File: src/inc/pcm_regs.vh
`ifndef PCM_REGS_VH
`define PCM_REGS_VH

// ****************************************************************
// register offsets
// ****************************************************************
`define PCM_ADDR_W           4
`define PCM_OFS_CTRL         4'h0
`define PCM_OFS_STATUS       4'h4
`define PCM_OFS_MASK         4'h8
`define PCM_OFS_STATE        4'hC

// ****************************************************************
// control fields
// ****************************************************************
`define PCM_CTRL_W           6
`define PCM_CTRL_RESET       6'h33
`define PCM_CTRL_CAM_EN      0
`define PCM_CTRL_BOT_EN      1
`define PCM_CTRL_BOT_RANGE   2
`define PCM_CTRL_MIN_LONG    3
`define PCM_CTRL_RST_EN      4
`define PCM_CTRL_DIS_EN      5

// ****************************************************************
// status and mask fields
// ****************************************************************
`define PCM_EVT_W            4
`define PCM_EVT_RESET        4'h0
`define PCM_EVT_CONTACT      0
`define PCM_EVT_OVERRUN      1
`define PCM_EVT_RST_OK       2
`define PCM_EVT_RESTART      3

// ****************************************************************
// input vector positions
// ****************************************************************
`define PCM_IN_W             6
// cam contact idles closed: its stages start high, no false fall
`define PCM_IN_RESET         6'h04
`define PCM_IN_TOP           0
`define PCM_IN_BOT           1
`define PCM_IN_CAM           2
`define PCM_IN_DRV           3
`define PCM_IN_DIS           4
`define PCM_IN_RST           5

// ****************************************************************
// timing
// ****************************************************************
`define PCM_CLK_PERIOD_NS    10
`define PCM_MS_NS            1000000
`define PCM_MS_CYCLES        (`PCM_MS_NS / `PCM_CLK_PERIOD_NS)
`define PCM_MS_W             15
`define PCM_RST_MIN_SHORT_MS 15'd100
`define PCM_RST_MIN_LONG_MS  15'd350
`define PCM_RST_MAX_MS       15'd30000
`define PCM_BOT_ONE          2'h1
`define PCM_BOT_TWO          2'h2
`define PCM_CNT_ZERO         2'h0

`endif

File: src/hw/pcm_pulse_qual.v
`timescale 1ns/1ps
`include "pcm_regs.vh"

// ****************************************************************
// reset pulse qualifier, counts high time in whole ms ticks
// ****************************************************************
module pcm_pulse_qual (
   input  wire                 sys_clk,
   input  wire                 resetn,
   input  wire                 ms_tick,
   input  wire                 level,
   input  wire                 min_long,
   output reg                  accept
);

   reg  [`PCM_MS_W-1:0] high_ms_reg;
   reg                  level_prev_reg;
   wire [`PCM_MS_W-1:0] min_ms;
   wire                 fall;
   wire                 over;

   assign min_ms = min_long ? `PCM_RST_MIN_LONG_MS : `PCM_RST_MIN_SHORT_MS;
   assign fall   = level_prev_reg & ~level;
   // saturate one past the limit so an overlong pulse stays refused
   assign over   = (high_ms_reg > `PCM_RST_MAX_MS);

   always @(posedge sys_clk or negedge resetn) begin
      if (!resetn) begin
         high_ms_reg    <= {`PCM_MS_W{1'b0}};
         level_prev_reg <= 1'b0;
         accept         <= 1'b0;
      end else begin
         level_prev_reg <= level;
         accept         <= fall & ~over & (high_ms_reg >= min_ms);
         if (!level) begin
            high_ms_reg <= {`PCM_MS_W{1'b0}};
         end else if (ms_tick && !over) begin
            high_ms_reg <= high_ms_reg + {{(`PCM_MS_W-1){1'b0}}, 1'b1};
         end
      end
   end

endmodule // pcm_pulse_qual

File: src/hw/pcm_monitor.v
// Our own choices: the placing of the registers and the strobed register port.
`timescale 1ns/1ps
`include "pcm_regs.vh"

// Function
// - in zero-to-two mode every bottom pulse is checked except the prior cam fall need.
// - bottom pulses per cycle must be exactly one, or zero to two in range mode.
// - any sequence or count violation drops release and raises contact error.
// - overrun supervision runs only with the safety cam contact enabled.
// - drive released must rise after top output rises or be high at the cam fall.
// - disable high with no error holds release low and suspends supervision.
// - disable high with an error pending still lets that error be reset.
// - disable falling restarts the block from a fresh start state.
// - an error reset is a low-high-low pulse of 100 or 350 ms up to 30 s.
// - an error drops release, sets its error output and reset required.
// - upstroke rises on a bottom rise and falls on the first top or bottom fall.
module pcm_monitor #(
   parameter CYC_PER_MS = `PCM_MS_CYCLES,
   parameter MS_DIV_W   = 17
) (
   input  wire                   sys_clk,
   input  wire                   resetn,
   input  wire                   top_dead_centre_contact,
   input  wire                   bottom_dead_centre_contact,
   input  wire                   safety_cam_contact,
   input  wire                   drive_released,
   input  wire                   disable_monitoring,
   input  wire                   reset_pulse,
   input  wire [`PCM_ADDR_W-1:0] reg_addr,
   input  wire [31:0]            reg_wdata,
   input  wire                   reg_wr,
   input  wire                   reg_rd,
   output reg  [31:0]            reg_rdata,
   output reg                    release_out,
   output reg                    contact_error,
   output reg                    overrun_error,
   output reg                    reset_required,
   output reg                    top_out,
   output reg                    upstroke,
   output reg                    irq
);

   // ****************************************************************
   // helpers
   // ****************************************************************
   function rise;
      input cur;
      input prev;
      begin
         rise = cur & ~prev;
      end
   endfunction

   function fall;
      input cur;
      input prev;
      begin
         fall = ~cur & prev;
      end
   endfunction

   // ****************************************************************
   // input synchronisers and previous samples
   // ****************************************************************
   reg  [`PCM_IN_W-1:0] in_s1_reg;
   reg  [`PCM_IN_W-1:0] in_s2_reg;
   reg  [`PCM_IN_W-1:0] in_prev_reg;
   wire [`PCM_IN_W-1:0] in_raw;

   assign in_raw = {reset_pulse, disable_monitoring, drive_released,
                    safety_cam_contact, bottom_dead_centre_contact,
                    top_dead_centre_contact};

   always @(posedge sys_clk or negedge resetn) begin
      if (!resetn) begin
         in_s1_reg   <= `PCM_IN_RESET;
         in_s2_reg   <= `PCM_IN_RESET;
         in_prev_reg <= `PCM_IN_RESET;
      end else begin
         in_s1_reg   <= in_raw;
         in_s2_reg   <= in_s1_reg;
         in_prev_reg <= in_s2_reg;
      end
   end

   wire t  = in_s2_reg[`PCM_IN_TOP];
   wire b  = in_s2_reg[`PCM_IN_BOT];
   wire s  = in_s2_reg[`PCM_IN_CAM];
   wire d  = in_s2_reg[`PCM_IN_DRV];
   wire dm = in_s2_reg[`PCM_IN_DIS];
   wire rs = in_s2_reg[`PCM_IN_RST];

   wire tr = rise(t, in_prev_reg[`PCM_IN_TOP]);
   wire tf = fall(t, in_prev_reg[`PCM_IN_TOP]);
   wire br = rise(b, in_prev_reg[`PCM_IN_BOT]);
   wire bf = fall(b, in_prev_reg[`PCM_IN_BOT]);
   wire sf = fall(s, in_prev_reg[`PCM_IN_CAM]);
   wire dr = rise(d, in_prev_reg[`PCM_IN_DRV]);

   // ****************************************************************
   // register file
   // ****************************************************************
   reg  [`PCM_CTRL_W-1:0] ctrl_reg;
   reg  [`PCM_EVT_W-1:0]  status_reg;
   reg  [`PCM_EVT_W-1:0]  mask_reg;
   reg  [`PCM_EVT_W-1:0]  status_next;
   wire [`PCM_EVT_W-1:0]  events;

   wire cam_en    = ctrl_reg[`PCM_CTRL_CAM_EN];
   wire bot_en    = ctrl_reg[`PCM_CTRL_BOT_EN];
   wire bot_range = ctrl_reg[`PCM_CTRL_BOT_RANGE];
   wire min_long  = ctrl_reg[`PCM_CTRL_MIN_LONG];
   wire rst_en    = ctrl_reg[`PCM_CTRL_RST_EN];
   wire dis_act   = ctrl_reg[`PCM_CTRL_DIS_EN] & dm;

   // ****************************************************************
   // millisecond enable and reset pulse qualifier
   // ****************************************************************
   reg  [MS_DIV_W-1:0] ms_div_reg;
   reg                 ms_tick_reg;
   wire                rst_accept;

   always @(posedge sys_clk or negedge resetn) begin
      if (!resetn) begin
         ms_div_reg  <= {MS_DIV_W{1'b0}};
         ms_tick_reg <= 1'b0;
      end else if (ms_div_reg == CYC_PER_MS[MS_DIV_W-1:0] - 1'b1) begin
         ms_div_reg  <= {MS_DIV_W{1'b0}};
         ms_tick_reg <= 1'b1;
      end else begin
         ms_div_reg  <= ms_div_reg + {{(MS_DIV_W-1){1'b0}}, 1'b1};
         ms_tick_reg <= 1'b0;
      end
   end

   pcm_pulse_qual u_rst_qual (
      .sys_clk  (sys_clk),
      .resetn   (resetn),
      .ms_tick  (ms_tick_reg),
      .level    (rs),
      .min_long (min_long),
      .accept   (rst_accept)
   );

   // ****************************************************************
   // supervision state
   // ****************************************************************
   reg       armed_reg;
   reg       cyc_valid_reg;
   reg       cam_fell_reg;
   reg       drv_seen_reg;
   reg       up_taken_reg;
   reg       up_block_reg;
   reg [1:0] bot_cnt_reg;

   wire err      = contact_error | overrun_error;
   // supervision only while armed, error free and not disabled
   wire mon      = armed_reg & ~err & ~dis_act;
   wire bot_max  = bot_range ? (bot_cnt_reg == `PCM_BOT_TWO)
                             : (bot_cnt_reg == `PCM_BOT_ONE);
   wire bot_none = (bot_cnt_reg == `PCM_CNT_ZERO) & ~br;

   reg v_contact;
   reg v_overrun;

   always @* begin
      v_contact = 1'b0;
      v_overrun = 1'b0;
      if (mon) begin
         if (cam_en) begin
            if (sf && !t)
               v_contact = 1'b1;
            if (!t && !s)
               v_contact = 1'b1;
            if (sf && cyc_valid_reg && cam_fell_reg)
               v_contact = 1'b1;
            if (tf && cyc_valid_reg && !cam_fell_reg)
               v_contact = 1'b1;
            // either a drive rise since top output rose, or high now
            if (sf && !(drv_seen_reg || d))
               v_overrun = 1'b1;
         end
         if (bot_en) begin
            if (br && !t)
               v_contact = 1'b1;
            if (cam_en && !bot_range && br && cyc_valid_reg
                && !cam_fell_reg)
               v_contact = 1'b1;
            if (cam_en && sf && b)
               v_contact = 1'b1;
            if (!cam_en && tr && b)
               v_contact = 1'b1;
            if (br && cyc_valid_reg && bot_max)
               v_contact = 1'b1;
            if (tf && cyc_valid_reg && !bot_range && bot_none)
               v_contact = 1'b1;
         end
      end
   end

   // ****************************************************************
   // next values
   // ****************************************************************
   wire clr_err   = rst_en & rst_accept;
   wire cont_next = (contact_error | v_contact) & ~clr_err;
   wire ovr_next  = (overrun_error | v_overrun) & ~clr_err;
   wire err_next  = cont_next | ovr_next;
   // disable falling or error cleared re-arms next cycle from scratch
   wire arm_next  = ~err_next & ~dis_act;
   wire fresh     = ~armed_reg & arm_next;

   wire up_accept = mon & bot_en & br & ~up_taken_reg & ~up_block_reg;
   reg  up_next;

   always @* begin
      if (err_next) begin
         up_next = 1'b0;
      end else if (upstroke && (tf || bf)) begin
         up_next = 1'b0;
      end else if (up_accept) begin
         up_next = 1'b1;
      end else begin
         up_next = upstroke;
      end
   end

   always @(posedge sys_clk or negedge resetn) begin
      if (!resetn) begin
         armed_reg     <= 1'b0;
         cyc_valid_reg <= 1'b0;
         cam_fell_reg  <= 1'b0;
         drv_seen_reg  <= 1'b0;
         up_taken_reg  <= 1'b0;
         up_block_reg  <= 1'b0;
         bot_cnt_reg   <= `PCM_CNT_ZERO;
      end else begin
         armed_reg <= arm_next;
         if (fresh) begin
            cyc_valid_reg <= 1'b0;
            cam_fell_reg  <= 1'b0;
            drv_seen_reg  <= 1'b0;
            up_taken_reg  <= 1'b0;
            // bottom already made at start: no upstroke this cycle
            up_block_reg  <= b;
            bot_cnt_reg   <= `PCM_CNT_ZERO;
         end else begin
            if (tr) begin
               cyc_valid_reg <= 1'b1;
               cam_fell_reg  <= 1'b0;
               up_taken_reg  <= 1'b0;
               up_block_reg  <= 1'b0;
               bot_cnt_reg   <= `PCM_CNT_ZERO;
            end else begin
               if (sf)
                  cam_fell_reg <= 1'b1;
               if (up_accept)
                  up_taken_reg <= 1'b1;
               if (br && !bot_cnt_reg[1])
                  bot_cnt_reg <= bot_cnt_reg + `PCM_BOT_ONE;
            end
            // set wins: a drive rise in the clearing cycle is kept
            if (dr)
               drv_seen_reg <= 1'b1;
            else if (tf)
               drv_seen_reg <= 1'b0;
         end
      end
   end

   // ****************************************************************
   // outputs
   // ****************************************************************
   always @(posedge sys_clk or negedge resetn) begin
      if (!resetn) begin
         release_out    <= 1'b0;
         contact_error  <= 1'b0;
         overrun_error  <= 1'b0;
         reset_required <= 1'b0;
         top_out        <= 1'b0;
         upstroke       <= 1'b0;
      end else begin
         release_out    <= armed_reg & arm_next;
         contact_error  <= cont_next;
         overrun_error  <= ovr_next;
         reset_required <= err_next;
         top_out        <= ~err_next & ~t;
         upstroke       <= up_next;
      end
   end

   // ****************************************************************
   // events, status, mask and interrupt
   // ****************************************************************
   assign events = {fresh, clr_err & err, v_overrun, v_contact};

   wire st_rd = reg_rd & (reg_addr == `PCM_OFS_STATUS);

   always @* begin
      status_next = status_reg;
      if (st_rd)
         status_next = `PCM_EVT_RESET;
      // set wins over the read clear
      status_next = status_next | events;
   end

   always @(posedge sys_clk or negedge resetn) begin
      if (!resetn) begin
         ctrl_reg   <= `PCM_CTRL_RESET;
         mask_reg   <= `PCM_EVT_RESET;
         status_reg <= `PCM_EVT_RESET;
         irq        <= 1'b0;
      end else begin
         if (reg_wr && reg_addr == `PCM_OFS_CTRL)
            ctrl_reg <= reg_wdata[`PCM_CTRL_W-1:0];
         if (reg_wr && reg_addr == `PCM_OFS_MASK)
            mask_reg <= reg_wdata[`PCM_EVT_W-1:0];
         status_reg <= status_next;
         irq        <= |(status_next & mask_reg);
      end
   end

   // ****************************************************************
   // read port, data in the cycle after the strobe
   // ****************************************************************
   reg [31:0] rd_mux;

   always @* begin
      case (reg_addr)
         `PCM_OFS_CTRL: begin
            rd_mux = {{(32-`PCM_CTRL_W){1'b0}}, ctrl_reg};
         end
         `PCM_OFS_STATUS: begin
            rd_mux = {{(32-`PCM_EVT_W){1'b0}}, status_reg};
         end
         `PCM_OFS_MASK: begin
            rd_mux = {{(32-`PCM_EVT_W){1'b0}}, mask_reg};
         end
         `PCM_OFS_STATE: begin
            rd_mux = {22'h000000, bot_cnt_reg, cyc_valid_reg, armed_reg,
                      upstroke, top_out, reset_required, overrun_error,
                      contact_error, release_out};
         end
         default: begin
            rd_mux = 32'h00000000;
         end
      endcase
   end

   always @(posedge sys_clk or negedge resetn) begin
      if (!resetn) begin
         reg_rdata <= 32'h00000000;
      end else if (reg_rd) begin
         reg_rdata <= rd_mux;
      end else begin
         reg_rdata <= 32'h00000000;
      end
   end

endmodule // pcm_monitor

File: config.mk
export PLATFORM = sky130hd
export DESIGN_NAME = pcm_monitor
export DESIGN_NICKNAME = d
export VERILOG_FILES = /design/src/hw/pcm_pulse_qual.v /design/src/hw/pcm_monitor.v
export VERILOG_INCLUDE_DIRS = /design/src /design/src/inc
export SDC_FILE = /design/constraint.sdc
export NUM_CORES = 1
export LEC_CHECK = 0
export ABC_AREA = 1
export ABC_CLOCK_PERIOD_IN_PS = 1800
export BUFFER_PORTS_ARGS = -buffer_cell sky130_fd_sc_hd__buf_2
export CORE_UTILIZATION = 55
export DETAILED_ROUTE_END_ITERATION = 10
export PLACE_DENSITY = 0.79
export SYNTH_ARGS = -nofsm -noshare
export SYNTH_HDL_FRONTEND = slang
export SYNTH_SLANG_ARGS = --single-unit
File: constraint.sdc
create_clock -name sys_clk -period 1.8 [get_ports sys_clk]
set_input_delay 0.18 -clock sys_clk [delete_from_list [all_inputs] [get_ports sys_clk]]
set_output_delay 0.18 -clock sys_clk [all_outputs]
set_load 0.01 [all_outputs]
==> impl_results.md, run 1 <==
- Hold Violations, Final: 0
- Total CTS buffers: 9
- Vias per Instance: between 5 and 6
- Initial antenna violation count: 0
- Placed instance area: 4907 µm²
- Dpl hpwl: 6873 µm
- Die W: 91.27 µm
- Reg2Reg Depth: 14
- Internal power: 3.353 mW
- Slew headroom: 59.52%
- RR Startpoint: ctrl_reg[0]
- DR pass1 iterations: 6
- Design area: about 5500 µm²
- 1st-iter DRT viols: 363
- Placed cell count: between 600 and 700
- DR WL/cell: about 15 µm
- Yosys Warn Count: 0
- Number of diodes: 0
- GP Congestion: 0.9431
- Top_reg_cell synth: dfrtp_1
- Total congestion overflow: 0
- EDFF count, synth: 0
- ANT nets after route: 0
- Hold path start: reg_wdata[4]
- Sw power: roughly 1.6 mW
- Worst setup SP type: register
- Vias in the first global route: 3,431
- Residual DRC: 0
- Max rail drop VDD: 0.0006623 V
- DIE AREA: 8330 µm²
- First-pass GRT wire length: 15,950 µm
- CTS root buf: clkbuf_8
- Largest net degree at the start of global routing: 43
- Fin cells: 701
- Failing checks: negative setup slack
- Synth top area cells: dfrtp_1 (47%), nand2_1 (7.8%), inv_1 (6.5%), dfstp_2 (4.2%), buf_4 (3.8%)
- Final setup violation count: 5
- Cell area power density: 902.5 nW/µm²
- Sequential area share after synthesis: 51.58%
- Syn Area/Cell: 8.927 µm²
- Vias: approximately 3,900
- Most frequent cells in the layout: nand2_1 (83), dfrtp_1 (79), inv_1 (69)
- Area grow syn2layout: 24.89%
- Total Routing Usage GR: 24.53%
- Crit path time final: between 1500 and 2000 ps
- Worst Path Required: 2060 ps
- Max Freq: 0.5403 GHz
- CTS tree: done
- Area of the multi-input gates: 1923 µm²
- Fin. max-slew vios: 0
- Worst R2R End: cyc_valid_reg
- Largest register FFs: 17
- Distinct cell type count after synthesis: 41
- Tightest Pin Transition: between 600 and 700 ps
- Proportion of layout cells with a drive suffix above 1: 27.88%
- Core Area: 7727 µm²
- Register area: 2266 µm²
- Final wirelength: 10,470 µm
- Commonest non-fill, non-tap cell in the layout: nand2_1
- Starting Density: 56.72%
- Top-area cell type share of the netlist area: between 40% and 50%
- Clock Latency Late Sink: 370 ps
- Power share of the combinational group: roughly 22%
- WS Path Type: register to register
- Yosys reg bits: 90
- Netlist area before placement: 4383 µm²
- CTS clock-pin slew for the worst setup and hold paths: 90 ps
- Switching part of the total: 32.13%
- Number of I/O port buffers: 36
- Final Util: 70.84%
- Flop2flop setup slack: -50 ps
- Maxcap violations: 0
- Final Worst Setup Slack: -50.95 ps
- Row cnt: 32
- Synth Instances: 491
- Clock power frac: between 20 and 30%
- Die Height: 91.27 µm
- Clk_skew: 12.76 ps
- Final period utilization: 102.8%
- Max H-tree Level: 3
- Crit-path max FO: 4
- Async set-or-reset flop fraction in the synthesized netlist: 100.0%
- Area leader, netlist: dfrtp_1
- Hold path cells: 2
- # IOs: 85
- Tot Pwr: 4.940 mW
- Clock buffer depth: 2
- RSZ-0062 raised after global routing: true
- HP Class: input pin to register
- Leak: 2.677 nW
- CP endpoint kind: register
- Clk sinks: 90
- Final net count: 648
- Data arrival, critical path: ~2100 ps
- Fillers: between 500 and 600
- Sequential share of power: just under 50%
- Hold path endpoint: ctrl_reg[4]
- Status: finished with violations
logic make-up after synthesis:
| kind of cell | count (synthesis) | share of synthesized area [%] |
|---|---|---|
| AO/OA/AOI/OAI | 59 | 8.964 |
| XOR/XNOR | 21 | 4.196 |
| adder cells (fa/ha/maj) | 8 | 2.284 |
| buffers and inverters | 104 | 10.82 |
| flip-flops | 90 | 51.58 |
| multiplexers | 2 | 0.5138 |
| other | 1 | 0.08556 |
| AND/OR/NAND/NOR | 206 | 21.55 |
worst max-delay path, stage by stage (launching register included):
cell     delay (ps)
dfstp_2         600
inv_2            50
nand2_2          70
nand2_1          50
nand2_1          50
nand2_1          50
inv_1            40
nand2_1          50
nand2_2          80
nand3_2          70
nand2_2          80
nand4_1         210
buf_4           240
o21ai_2          60
inv_1            50
metal layers:
metal / global-route usage (%) / share of wire (%) / routed length, µm / vias up
li1: - / - / - / 1788
met1: 34.47 / 42 / 4440 / 1802
met2: 37.88 / 47 / 4888 / 226
met3: 4.690 / 8.1 / 846 / 42
met4: 9.524 / 2.8 / 291 / 0
met5: 0 / 0 / 0 / -
power groups by stage:
stage | sequential (mW) | clock, mW | combinational (mW)
floorplan | 2.46 | 0 | 0.548
global placement | 2.46 | 0 | 0.899
global route | 2.48 | 1.51 | 1.19
finish | 2.46 | 1.40 | 1.09
detailed placement | 2.47 | 0 | 0.935
CTS | 2.43 | 1.41 | 0.977
Yosys cell counts, types with 2 or more instances:
cell type   n
nor3b_1     2
inv_1      76
xnor2_1     4
nand2_4     2
nand2_1    91
or2_2       2
a221oi_1    4
o31ai_1     9
a31oi_1     2
buf_4      22
nand3_1    31
nor2_1     31
dfrtp_1    83
o22ai_1     2
a21oi_1     9
clkbuf_1    4
nor3_2      2
o21ai_0    22
dfstp_2     7
ha_1        8
nor4_1      9
xor2_1     17
nor3_1     19
mux2_2      2
nand4_1    15
repair_timing:
action                     in CTS  in global routing
pin swaps                       0                 15
buffers inserted                1                 11
setup endpoints to repair       5                 28
resized for setup               1                 57
hold buffers                    7                  0
gates cloned                    0                  3
hold endpoints to repair       33                  0
how the worst max path moves through the flow:
stage / end / slack, ps / startpoint / cells after the start
5_1_grt: up_block_reg / -130 / ctrl_reg[0] / 14
3_5_place_dp: bot_cnt_reg[0] / -30 / in_prev_reg[2] / 14
4_1_cts: bot_cnt_reg[0] / -20 / in_prev_reg[2] / 14
6_report: cyc_valid_reg / -50 / ctrl_reg[0] / 14
2_1_floorplan: u_rst_qual.high_ms_reg[12] / 170 / u_rst_qual.high_ms_reg[0] / 8
3_3_place_gp: bot_cnt_reg[0] / 30 / in_prev_reg[2] / 14
through the flow:
step	hold WS, ps	setup slack, ps	TNS (ps)
2_1_floorplan	-115.6	166.9	0
3_3_place_gp	121.6	27.04	0
3_5_place_dp	124.5	-34.42	-34.42
4_1_cts	42.38	-19.99	-22.70
5_1_grt	34.65	-128.3	-1615
6_report	49.84	-50.95	-117.1
area by class of cell:
| cell class | instances | share of cell area [%] |
|---|---|---|
| Clock inverter | 6 | 1.349 |
| Timing Repair Buffer | 95 | 12.18 |
| Tap cell | 102 | 2.331 |
| Inverter | 77 | 5.280 |
| Clock buffer | 10 | 2.331 |
| Sequential cell | 90 | 41.39 |
| Multi-Input combinational cell | 321 | 35.13 |
Note: power is estimated with default switching activity, not from simulation.
==> run 2: changes to the inputs <==
--- a/config.mk
+++ b/config.mk
@@ -7,11 +7,11 @@
 export NUM_CORES = 1
 export LEC_CHECK = 0
 export ABC_AREA = 1
-export ABC_CLOCK_PERIOD_IN_PS = 1800
+export ABC_CLOCK_PERIOD_IN_PS = 1700
 export BUFFER_PORTS_ARGS = -buffer_cell sky130_fd_sc_hd__buf_2
-export CORE_UTILIZATION = 55
+export CORE_UTILIZATION = 50
 export DETAILED_ROUTE_END_ITERATION = 10
-export PLACE_DENSITY = 0.79
+export PLACE_DENSITY = 0.76
 export SYNTH_ARGS = -nofsm -noshare
 export SYNTH_HDL_FRONTEND = slang
 export SYNTH_SLANG_ARGS = --single-unit
==> constraint.sdc (replaced) <==
create_clock -name sys_clk -period 1.7 [get_ports sys_clk]
set_input_delay 0.17 -clock sys_clk [delete_from_list [all_inputs] [get_ports sys_clk]]
set_output_delay 0.17 -clock sys_clk [all_outputs]
set_load 0.01 [all_outputs]
==> run 2 against run 1 <==
Compared with the run above: the run still ends with negative setup slack left; wire length fell by 2.8%; die area rose by 9.8%; clock-buffer cell count did not move; critical endpoint is now irq; highest routed layer unchanged.
==> impl_results.md, run 2 (same netlist as run 1, synthesis figures left out) <==
- Status: finished with violations
- Failing checks: negative setup slack
- Clk sinks: 90 (unchanged)
- Vias: 3,808 (-1.3%)
- Final wirelength: 10,170 µm (-2.8%)
- CTS clock-pin slew for the worst setup and hold paths: 90 ps (about the same)
- CTS tree: done
- Hold Violations, Final: 0 (unchanged)
- Delay-heaviest family, CP: simple AND/OR/NAND/NOR gates
- WS Path Type: register to register
- Crit-path max FO: 4 (unchanged)
- ANT nets after route: 0 (unchanged)
- Critical Path Max Stage Delay: 540 ps (-60 ps)
- Tot Pwr: 5.411 mW (+9.5%)
- Largest register FFs: 17 (unchanged)
- Die W: 95.63 µm (+4.8%)
- GP Congestion: 0.9435 (about the same)
- Clock power frac: 27.9% (-0.4 points)
- Area grow syn2layout: 27.15%
- Fin. max-slew vios: 0 (unchanged)
- Row cnt: 33 (+3.1%)
- Largest net degree at the start of global routing: 34 (-21%)
- Core Area: 8341 µm² (+7.9%)
- Max rail drop VDD: 0.0006300 V (-4.9%)
- Hold path cells: 2 (unchanged)
- Sw power: 1.718 mW (+8.2%)
- Leak: 2.793 nW (+4.3%)
- Worst setup SP type: register
- Max Freq: 0.5547 GHz (+2.7%)
- WP buf/inv: 2 (-2)
- CP endpoint kind: register
- First-pass GRT wire length: 16,350 µm (+2.5%)
- Die Height: 95.63 µm (+4.8%)
- Internal power: 3.693 mW (+10%)
- Initial antenna violation count: 0 (unchanged)
- Reg2Reg Depth: 12 (-2)
- Hold path endpoint: ctrl_reg[4]
- DR pass1 iterations: 5 (-1)
- Clk_skew: 17.33 ps (+4.571 ps)
- Proportion of layout cells with a drive suffix above 1: 29.01% (+1.1 points)
- Worst R2R End: irq
- Slowest-stage cell, CP: dfstp_2
- Final setup violation count: 10 (+5)
- Final Worst Setup Slack: -102.7 ps (-51.74 ps)
- Dpl hpwl: 7098 µm (+3.3%)
- Worst Path Required: 1940 ps (-120 ps)
- CTS root buf: clkbuf_8
- Number of diodes: 0 (unchanged)
- Cell area power density: 970.9 nW/µm² (+7.6%)
- Fillers: 643 (+21%)
- DR WL/cell: 14.09 µm (-5.6%)
- Flop2flop setup slack: -100 ps (-50 ps)
- HP Class: input pin to register
- DIE AREA: 9144 µm² (+9.8%)
- Data arrival, critical path: 2040 ps (-70 ps)
- Power share of the combinational group: 24.3% (+2.3 points)
- Final Util: 66.82% (-4.0 points)
- Vias in the first global route: 3,573 (+4.1%)
- WHS: 55.72 ps (+5.877 ps)
- Final net count: 666 (+2.8%)
- Crit path time final: 1803 ps (-48.26 ps)
- Hold path start: reg_wdata[4]
- RR Startpoint: in_prev_reg[2]
- Sequential share of power: 47.9% (-1.8 points)
- Total Routing Usage GR: 23.24% (-1.3 points)
- Max H-tree Level: 3 (unchanged)
- Most frequent cells in the layout: nand2_1 (83), dfrtp_1 (83), buf_4 (72)
- CP cell instances: inv_2, nor2_4, nand2_2, nor3_1, nand2_1, nand2_1, nand2_1, nand4_1, buf_6, nand2_4, nand2_2, nand2_1
- Vias per Instance: 5.274 (-4.2%)
- Total CTS buffers: 9 (unchanged)
- Switching part of the total: 31.75% (-0.38 points)
- Final period utilization: 106.0% (+3.2 points)
- Number of I/O port buffers: 36 (unchanged)
- # IOs: 85 (unchanged)
- RSZ-0062 raised after global routing: true
- Starting Density: 52.55% (-4.2 points)
- Worst path most repeated cell: nand2_1
- Maxcap violations: 0 (unchanged)
- Clock buffer depth: 2 (unchanged)
- 1st-iter DRT viols: 251 (-31%)
- Total congestion overflow: 0 (unchanged)
- Clock Latency Late Sink: 350 ps (-20 ps)
- Residual DRC: 0 (unchanged)
## run 2: cell types whose count changed in the layout (fill, tap and decap cells not counted), sizes merged
cell	previous run	this run
clkinvlp	2	0
nand2	95	93
buf	88	109
clkinv	1	2
inv	79	80
a21oi	11	10
## run 2: stage by stage
stage | cell area [µm²] | setup TNS (ps) | setup slack (ps) | instances
after floorplan | 4462 | 0 | 66.85 | 512
after global placement | 5076 | -338.4 | -69.06 | 689
after global routing | 5573 | -2813 | -190.9 | 722
final | 5573 | -487.0 | -102.7 | 722
after detailed placement | 5076 | -895.2 | -154.7 | 689
after CTS | 5433 | -23.16 | -23.16 | 718
## run 2: routing by layer
layer  share of wire, %  wire length [µm]  GRT usage [%]
met1                 43              4360          31.10
met4                1.5               150          6.219
met5                  0                 0              0
met3                6.8               694          5.821
met2                 49              4966          37.68
## run 2: power groups by stage
stage          clock network, mW  logic, mW  registers, mW
2_1_floorplan                  0      0.581           2.60
3_3_place_gp                   0       1.02           2.60
3_5_place_dp                   0       1.05           2.61
4_1_cts                     1.54       1.17           2.58
5_1_grt                     1.62       1.46           2.62
6_report                    1.51       1.31           2.59
## run 2: worst max-delay path by stage
stage | start | end | slack [ps] | cells after the start
final | in_prev_reg[2] | irq | -100 | 12
after global placement | in_prev_reg[2] | irq | -70 | 15
after global routing | in_s2_reg[0] | irq | -190 | 13
after CTS | in_prev_reg[2] | irq | -20 | 16
after detailed placement | in_prev_reg[2] | cam_fell_reg | -150 | 14
after floorplan | u_rst_qual.high_ms_reg[0] | u_rst_qual.high_ms_reg[12] | 70 | 8
## run 2: cell type report
class	instances	area, µm²	share of cell area [%]
flip-flops and latches	90	2261	40.57
clock buffers	10	137.6	2.470
inverters	77	289.0	5.186
repair buffers	116	817.0	14.66
clock inverters	6	70.07	1.257
well taps	105	131.4	2.357
multi-input cells	318	1867	33.50
## run 2: what timing repair did
| item | CTS | global route |
|---|---|---|
| pin swaps | 8 | 8 |
| setup endpoints to repair | 12 | 32 |
| gates resized for setup | 13 | 32 |
| endpoints found under the hold margin | 30 | 0 |
| hold buffers | 7 | 0 |
| buffers inserted | 7 | 4 |
## run 2: worst register-to-register path: stages (launching register included)
cell	delay (ps)
dfstp_2	540
inv_2	40
nor2_4	110
nand2_2	70
nor3_1	170
nand2_1	150
nand2_1	90
nand2_1	80
nand4_1	150
buf_6	170
nand2_4	50
nand2_2	40
nand2_1	40
